File: config.mk
export PLATFORM = sky130hd
export DESIGN_NAME = sir_regs
export DESIGN_NICKNAME = d
export VERILOG_FILES = /design/src/core/sir_pkg.sv /design/src/core/sir_pins_if.sv /design/src/core/sir_sync.sv /design/src/core/sir_regs.sv
export SDC_FILE = /design/constraint.sdc
export NUM_CORES = 1
export LEC_CHECK = 0
export BUFFER_PORTS_ARGS = -buffer_cell sky130_fd_sc_hd__buf_2
export CAP_MARGIN = 20
export CORE_UTILIZATION = 39
export CTS_CLUSTER_DIAMETER = 60
export CTS_CLUSTER_SIZE = 10
export DETAILED_ROUTE_END_ITERATION = 8
export PLACE_DENSITY = 0.79
export SETUP_SLACK_MARGIN = 0.05
export SLEW_MARGIN = 10
export SYNTH_ARGS = -nofsm -noshare
export SYNTH_HDL_FRONTEND = slang
export SYNTH_SLANG_ARGS = --single-unit
export TNS_END_PERCENT = 50
File: constraint.sdc
create_clock -name i_sys_clk -period 0.9 [get_ports i_sys_clk]
set_clock_uncertainty 0.15 [all_clocks]
set_input_delay 0 -clock i_sys_clk [delete_from_list [all_inputs] [get_ports i_sys_clk]]
set_output_delay 0 -clock i_sys_clk [all_outputs]
set_load 0.02 [all_outputs]
File: src/core/sir_pkg.sv
/*
 * Constants for the socket identity and status register pair.
 * Assumes a byte-wide register port with the socket window offsets.
 */
package sir_pkg;
    // Register offsets in the socket window
    localparam logic [11:0] ID_REV_OFFSET = 12'h800;
    localparam logic [11:0] IF_STATUS_OFFSET = 12'h801;
    // Identity register fields
    localparam int INTERFACE_KIND_LSB = 6;
    localparam logic [1:0] INTERFACE_KIND_VALUE = 2'h2;
    localparam int EMU_SPARE_LSB = 4;
    localparam logic [1:0] EMU_SPARE_RESET = 2'h0;
    // Reset revision code; value is arbitrary
    localparam logic [3:0] LEGACY_REVISION_RESET = 4'h3;
    localparam logic [3:0] LEGACY_REVISION_OLD_MODE = 4'h2;
    // Status register field positions
    localparam int ST_POWER_BIT = 6;
    localparam int ST_READY_BIT = 5;
    localparam int ST_WP_BIT = 4;
    localparam int ST_DETECT2_BIT = 3;
    localparam int ST_DETECT1_BIT = 2;
    // Synchroniser depth
    localparam int SYNC_STAGES = 2;
    typedef enum logic {
        SIR_CARD_MEMORY,
        SIR_CARD_IO
    } sir_card_kind_type;
endpackage

File: src/core/sir_pins_if.sv
/*
 * Interface carrying raw and synchronised card pin levels between modules.
 * Assumes a single host clock domain.
 */
`timescale 1ns/100ps
`default_nettype none
interface sir_pins_if;
    logic [5:0] raw;
    logic [5:0] sync;
    modport sink (input raw, output sync);
    modport source (output raw, input sync);
endinterface
`default_nettype wire

File: src/core/sir_sync.sv
/*
 * Two-stage synchroniser for the six card pin inputs.
 * Assumes pins are asynchronous to the host clock.
 */
`timescale 1ns/100ps
`default_nettype none
module sir_sync (
    // Clock and reset
    input wire logic i_sys_clk,
    input wire logic i_rstn,
    // Pin bundle
    sir_pins_if.sink pins
);
    logic [5:0] meta_r;
    logic [5:0] meta_nxt;
    logic [5:0] sync_r;
    logic [5:0] sync_nxt;

    // Second stage only reads the first
    always_comb begin
        meta_nxt = pins.raw;
        sync_nxt = meta_r;
    end

    // Register the stages
    always_ff @(posedge i_sys_clk or negedge i_rstn) begin
        if (!i_rstn) begin
            meta_r <= 6'h00;
            sync_r <= 6'h00;
        end else begin
            meta_r <= meta_nxt;
            sync_r <= sync_nxt;
        end
    end

    assign pins.sync = sync_r;
endmodule
`default_nettype wire

File: src/core/sir_regs.sv
/*
 * Socket identification/revision and interface status registers.
 * Assumes a byte-wide synchronous register port on the host clock,
 * a global reset on i_rstn, and a bus reset that only clears
 * registers not held across it.
 */
`timescale 1ns/100ps
`default_nettype none
// Functional notes
// - Identity bits 7:6 read fixed 10b
// - Bits 5:4 plain read/write storage
// - Bits 3:0 revision code, reset default
// - Revision 0010b selects older emulation mode
// - Write lock makes identity register read-only
// - Identity cleared by global reset only
// - Status read-only, bit 7 reads zero
// - Bit 6 shows socket power on
// - Bit 5 follows card ready
// - Bit 4 follows write protect through the synchroniser, not inverted
// - Bit 3 is inverted detect pin 2
// - Bit 2 is inverted detect pin 1
// - Memory card: bits 1:0 battery pins
// - I/O card: speaker and status change
// - After reset upper bits zero, lower pins
module sir_regs (
    // Clock and global reset
    input wire logic i_sys_clk,
    input wire logic i_rstn,
    // Bus reset, leaves identity untouched
    input wire logic i_bus_rstn,
    // Register port
    input wire logic i_reg_sel,
    input wire logic i_reg_wr,
    input wire logic [11:0] i_reg_addr,
    input wire logic [7:0] i_reg_wdata,
    output logic [7:0] o_reg_rdata,
    output logic o_reg_rvalid,
    // Socket controls from other registers
    input wire logic i_subsystem_write_lock,
    input wire logic i_socket_power_on,
    input wire logic i_card_is_io,
    // Card pins
    input wire logic i_ready_pin,
    input wire logic i_card_write_protect_pin,
    input wire logic i_detect_pin_1,
    input wire logic i_detect_pin_2,
    input wire logic i_battery_pin_1,
    input wire logic i_battery_pin_2,
    input wire logic i_speaker_out_pin,
    input wire logic i_status_change_pin,
    // Mode outputs
    output logic o_legacy_mode,
    output logic [3:0] o_legacy_revision
);
    sir_pins_if pins ();

    logic [1:0] emu_spare_r;
    logic [1:0] emu_spare_nxt;
    logic [3:0] legacy_revision_r;
    logic [3:0] legacy_revision_nxt;
    logic [7:0] rdata_r;
    logic [7:0] rdata_nxt;
    logic rvalid_r;
    logic rvalid_nxt;
    logic [7:0] status_byte;
    sir_pkg::sir_card_kind_type card_kind;

    // Address match helper
    function automatic logic hit(input logic [11:0] addr, input logic [11:0] offset);
        hit = (addr == offset);
    endfunction

    // Battery pins for memory cards, speaker/status pins for I/O cards
    assign card_kind = i_card_is_io ? sir_pkg::SIR_CARD_IO : sir_pkg::SIR_CARD_MEMORY;
    assign pins.raw = (card_kind == sir_pkg::SIR_CARD_IO) ?
        {i_ready_pin, i_card_write_protect_pin, i_detect_pin_2, i_detect_pin_1,
         i_speaker_out_pin, i_status_change_pin} :
        {i_ready_pin, i_card_write_protect_pin, i_detect_pin_2, i_detect_pin_1,
         i_battery_pin_2, i_battery_pin_1};

    sir_sync u_sync (
        .i_sys_clk(i_sys_clk),
        .i_rstn(i_rstn),
        .pins(pins)
    );

    // Status byte from power state and synchronised pins
    always_comb begin
        status_byte = 8'h00;
        status_byte[sir_pkg::ST_POWER_BIT] = i_socket_power_on;
        status_byte[sir_pkg::ST_READY_BIT] = pins.sync[5];
        status_byte[sir_pkg::ST_WP_BIT] = pins.sync[4];
        status_byte[sir_pkg::ST_DETECT2_BIT] = ~pins.sync[3];
        status_byte[sir_pkg::ST_DETECT1_BIT] = ~pins.sync[2];
        status_byte[1:0] = pins.sync[1:0];
    end

    // Identity writes, blocked by the lock; status writes ignored
    always_comb begin
        emu_spare_nxt = emu_spare_r;
        legacy_revision_nxt = legacy_revision_r;
        if (i_reg_sel && i_reg_wr && !i_subsystem_write_lock) begin
            if (hit(i_reg_addr, sir_pkg::ID_REV_OFFSET)) begin
                emu_spare_nxt = i_reg_wdata[5:4];
                legacy_revision_nxt = i_reg_wdata[3:0];
            end
        end
    end

    // Identity storage on global reset only
    always_ff @(posedge i_sys_clk or negedge i_rstn) begin
        if (!i_rstn) begin
            emu_spare_r <= sir_pkg::EMU_SPARE_RESET;
            legacy_revision_r <= sir_pkg::LEGACY_REVISION_RESET;
        end else begin
            emu_spare_r <= emu_spare_nxt;
            legacy_revision_r <= legacy_revision_nxt;
        end
    end

    // Read data, unmapped addresses read zero
    always_comb begin
        rdata_nxt = 8'h00;
        rvalid_nxt = i_reg_sel && !i_reg_wr;
        if (i_reg_sel && !i_reg_wr) begin
            if (hit(i_reg_addr, sir_pkg::ID_REV_OFFSET)) begin
                rdata_nxt = {sir_pkg::INTERFACE_KIND_VALUE, emu_spare_r,
                             legacy_revision_r};
            end else if (hit(i_reg_addr, sir_pkg::IF_STATUS_OFFSET)) begin
                rdata_nxt = status_byte;
            end
        end
        if (!i_bus_rstn) begin
            rvalid_nxt = 1'b0;
        end
    end

    // Read port registers
    always_ff @(posedge i_sys_clk or negedge i_rstn) begin
        if (!i_rstn) begin
            rdata_r <= 8'h00;
            rvalid_r <= 1'b0;
        end else begin
            rdata_r <= rdata_nxt;
            rvalid_r <= rvalid_nxt;
        end
    end

    assign o_reg_rdata = rdata_r;
    assign o_reg_rvalid = rvalid_r;
    assign o_legacy_revision = legacy_revision_r;
    assign o_legacy_mode = (legacy_revision_r == sir_pkg::LEGACY_REVISION_OLD_MODE);
endmodule
`default_nettype wire

==> summary.txt <==
Run status
  • Status: finished, violations left
  • Violated checks: hold timing, setup timing

Job
  • Max-cap violation count: 0

Drt
  • DRT iter0 DRCs: 0
  • Final routed wire length divided by cell count: 13.5 µm
  • DRC violation count after routing: 0
  • Routed vias: 797
  • Via-to-Cell Ratio: 4.58
  • Number of search-and-repair iterations in the first detailed-routing pass: 1
  • Count of antenna-violating nets left after detailed routing: 0
  • Wire length reported by the detailed router: 2.35 mm

Worst setup path
  • Cell with the largest stage delay on the worst path: dfstp_2
  • Worst path max stage delay: 0.56 ns
  • Category of the critical setup timing path: flip-flop to output port
  • Endpoint kind of the worst setup timing path: output port
  • Crit path required time: 0.75 ns
  • Data arrival time of the critical path: 1.29 ns
  • R2R setup slack: -0.35 ns
  • Ordered list of cells on the worst path: nor4b_4, buf_4
  • Startpoint type of the worst setup path: flip-flop
  • Worst reg2reg path depth: 4
  • Crit Reg-Reg Startpoint: o_legacy_revision[0]$_DFFE_PN1P_
  • Critical R2R Capture: o_reg_rdata[0]$_DFF_PN0_
  • Critical Path Source: o_legacy_revision[1]$_DFFE_PN1P_
  • Peak fanout along the critical path: 2

Die
  • Die Outline Area: 0.00274 mm²
  • Initial cell density of the core: 43.0%
  • Core ar.: 0.00230 mm²
  • Vertical die dimension: 52.3 µm
  • Die outline width: 52.3 µm
  • I/O pin total: 50
  • Num rows: 17

Global routing
  • Largest net degree at the start of global routing: 17
  • Number of global-route vias before repair: 847
  • Overall fraction of global-route tracks in use: 19.8%
  • Global-route wire length before repair: 3.64 mm
  • GR Util met2: 38.2%
  • Met3 routing resource usage after global routing: 3.77%
  • Met1 GRT Util: 19.0%
  • Congestion Overflow GR: 0
  • Number of antenna violations at the first check in global routing: 0
  • Layer with the highest usage after global routing: met2

Layout
  • Leading cell type in the layout, fill and taps excluded: buf_2
  • Synthesis-to-layout area growth: 72.2%
  • Top library cells by usage in the layout, fill and taps aside: buf_2 (34), dfrtp_1 (24), dlygate4sd3_1 (17), buf_6 (17), buf_4 (10)
  • Final antenna diode count: 0
  • Post-Route Utilization: 74.0%
  • Design Area, Final: 0.00170 mm²
  • Layout net count: 183
  • Share of final-layout standard cells stronger than drive strength 1: 56.2%

Power and ir drop
  • Power per unit of standard cell area: 1190 mW/mm²
  • Leakage power summed over all cells: 0.000859 µW
  • Peak supply drop: 0.00106 V

Synthesis
  • Yosys warns: 0
  • Distinct cell type count of the synthesized netlist: 21
  • Netlist Area Pre-Place: 987 µm²
  • Mean cell area of the mapped netlist: 15.2 µm²
  • Number of register bits inferred by synthesis: 27
  • Synthesized netlist cell count: 65
  • Sequential share of the synthesized area: 68.7%
  • Number of nets in the synthesized netlist: 101

Placed design
  • RD Place Congestion: 0.709
  • Instance area at placement: 0.00136 mm²
  • Total half-perimeter wirelength after legalization and detailed placement: 1.55 mm
  • Quantity of I/O buffers inserted on ports: 47

Min path
  • Worst hold path stage count: 3
  • End point of the worst hold path: o_reg_rdata[7]$_DFF_PN0_
  • Critical hold path startpoint: i_reg_wr
  • Min-Delay Path Class: primary input to flip-flop

STA
  • Setup repair after global routing missed its margin: yes
  • Min Hold Slack: -0.199 ns
  • Crit path time final: 1.44 ns
  • Final TNS setup: -4.36 ns
  • Final hold violation count: 25
  • Pins over their slew limit: 0
  • # setup viols final: 24
  • FMAX: 0.695 GHz
  • Pin slew with the least headroom to its limit: 0.336 ns
  • Final WS setup: -0.538 ns
  • Worst slew margin: 77.5%
  • Final worst path period share: 160%

Clock network
  • Number of sinks on the clock net: 27
  • Hold buffer count at CTS: 17
  • TritonCTS Buffers: 3
  • CTS max path bufs: 2
  • H-tree lvl count: 1
  • Root Buffer: clkbuf_4
  • Clock tree from TritonCTS: done
  • Clock latency at the later pin of the worst-skew pair: 0.32 ns
  • Clock slew at reported path FFs: 0.14 ns
## flip-flops by register name, summed over array words and instances, names as in the netlist
signal	flops
emu_spare_r	2
o_legacy_revision	4
o_reg_rdata	8
o_reg_rvalid	1
u_sync.meta_r	6
u_sync.pins.sync	6
## worst max path at each step
stage / end / depth (start not counted) / slack [ns]
finish: o_legacy_mode / 2 / -0.54
global route: o_legacy_mode / 2 / -0.59
CTS: o_legacy_mode / 2 / -0.48
detailed placement: emu_spare_r[0]$_DFFE_PN0P_ / 4 / -0.40
global placement: o_legacy_revision[2]$_DFFE_PN0P_ / 4 / -0.35
floorplan: emu_spare_r[0]$_DFFE_PN0P_ / 4 / -0.24
## synth_stat cells
cell / n / area share [%]
nand4_2: 1 / 1.3
dfrtp_1: 25 / 63
nor3_1: 2 / 1.0
mux2_2: 8 / 9.1
and4bb_2: 1 / 1.3
nor2_1: 6 / 2.3
nand2b_1: 1 / 0.63
nand2_1: 1 / 0.38
or3_1: 1 / 0.63
nand4_1: 1 / 0.63
nor4b_2: 1 / 1.5
nor2b_1: 1 / 0.63
dfstp_2: 2 / 5.3
inv_1: 2 / 0.76
and2_1: 1 / 0.63
nand3_1: 1 / 0.51
nor4_2: 1 / 1.3
nor4b_1: 1 / 0.89
mux2i_1: 6 / 6.1
nor4_1: 1 / 0.63
buf_6: 1 / 1.1
## worst max-delay path, delay by kind of cell, from the launching register on
kind	cells	cell delay, ns
flops	1	0.56
simple gates	1	0.22
buf+inv	1	0.19
## routing by layer
metal	wire, µm	up-vias
met5	0	-
met4	73	0
met3	104	8
met2	1310	35
met1	862	367
li1	-	387
## power breakdown
part	total (µW)	switching (µW)	leakage (µW)	internal, µW
registers	1260	9.85	0.000340	1250
logic	259	101	0.000505	158
clock network	505	336	0.0000139	170
## logic make-up after synthesis
group / after synthesis / share of synthesized area [%]
buffers and inverters: 3 / 1.90
flip-flops: 27 / 68.7
multiplexers: 14 / 15.2
AND/OR/NAND/NOR: 21 / 14.2
## metrics by stage
stage | cells | power (µW) | setup WS, ns
6_report | 174 | 2020 | -0.538
5_1_grt | 174 | 2110 | -0.586
4_1_cts | 174 | 2040 | -0.484
3_5_place_dp | 148 | 1470 | -0.397
3_3_place_gp | 148 | 1460 | -0.350
2_1_floorplan | 65 | 1330 | -0.241
## cell type report
type	count	area, µm²
Fill cell	144	597
Multi-Input combinational cell	35	342
Clock inverter	1	7.51
Sequential cell	27	679
Clock buffer	3	22.5
Tap cell	28	35.0
Inverter	2	7.51
Timing Repair Buffer	78	607
## what timing repair did
action | CTS | global route
setup buffers | 5 | 0
pin swaps | 3 | 3
hold endpoints to repair | 48 | 25
gates resized for setup | 24 | 7
setup endpoints to repair | 27 | 28
Note: power is estimated with default switching activity, not from simulation.
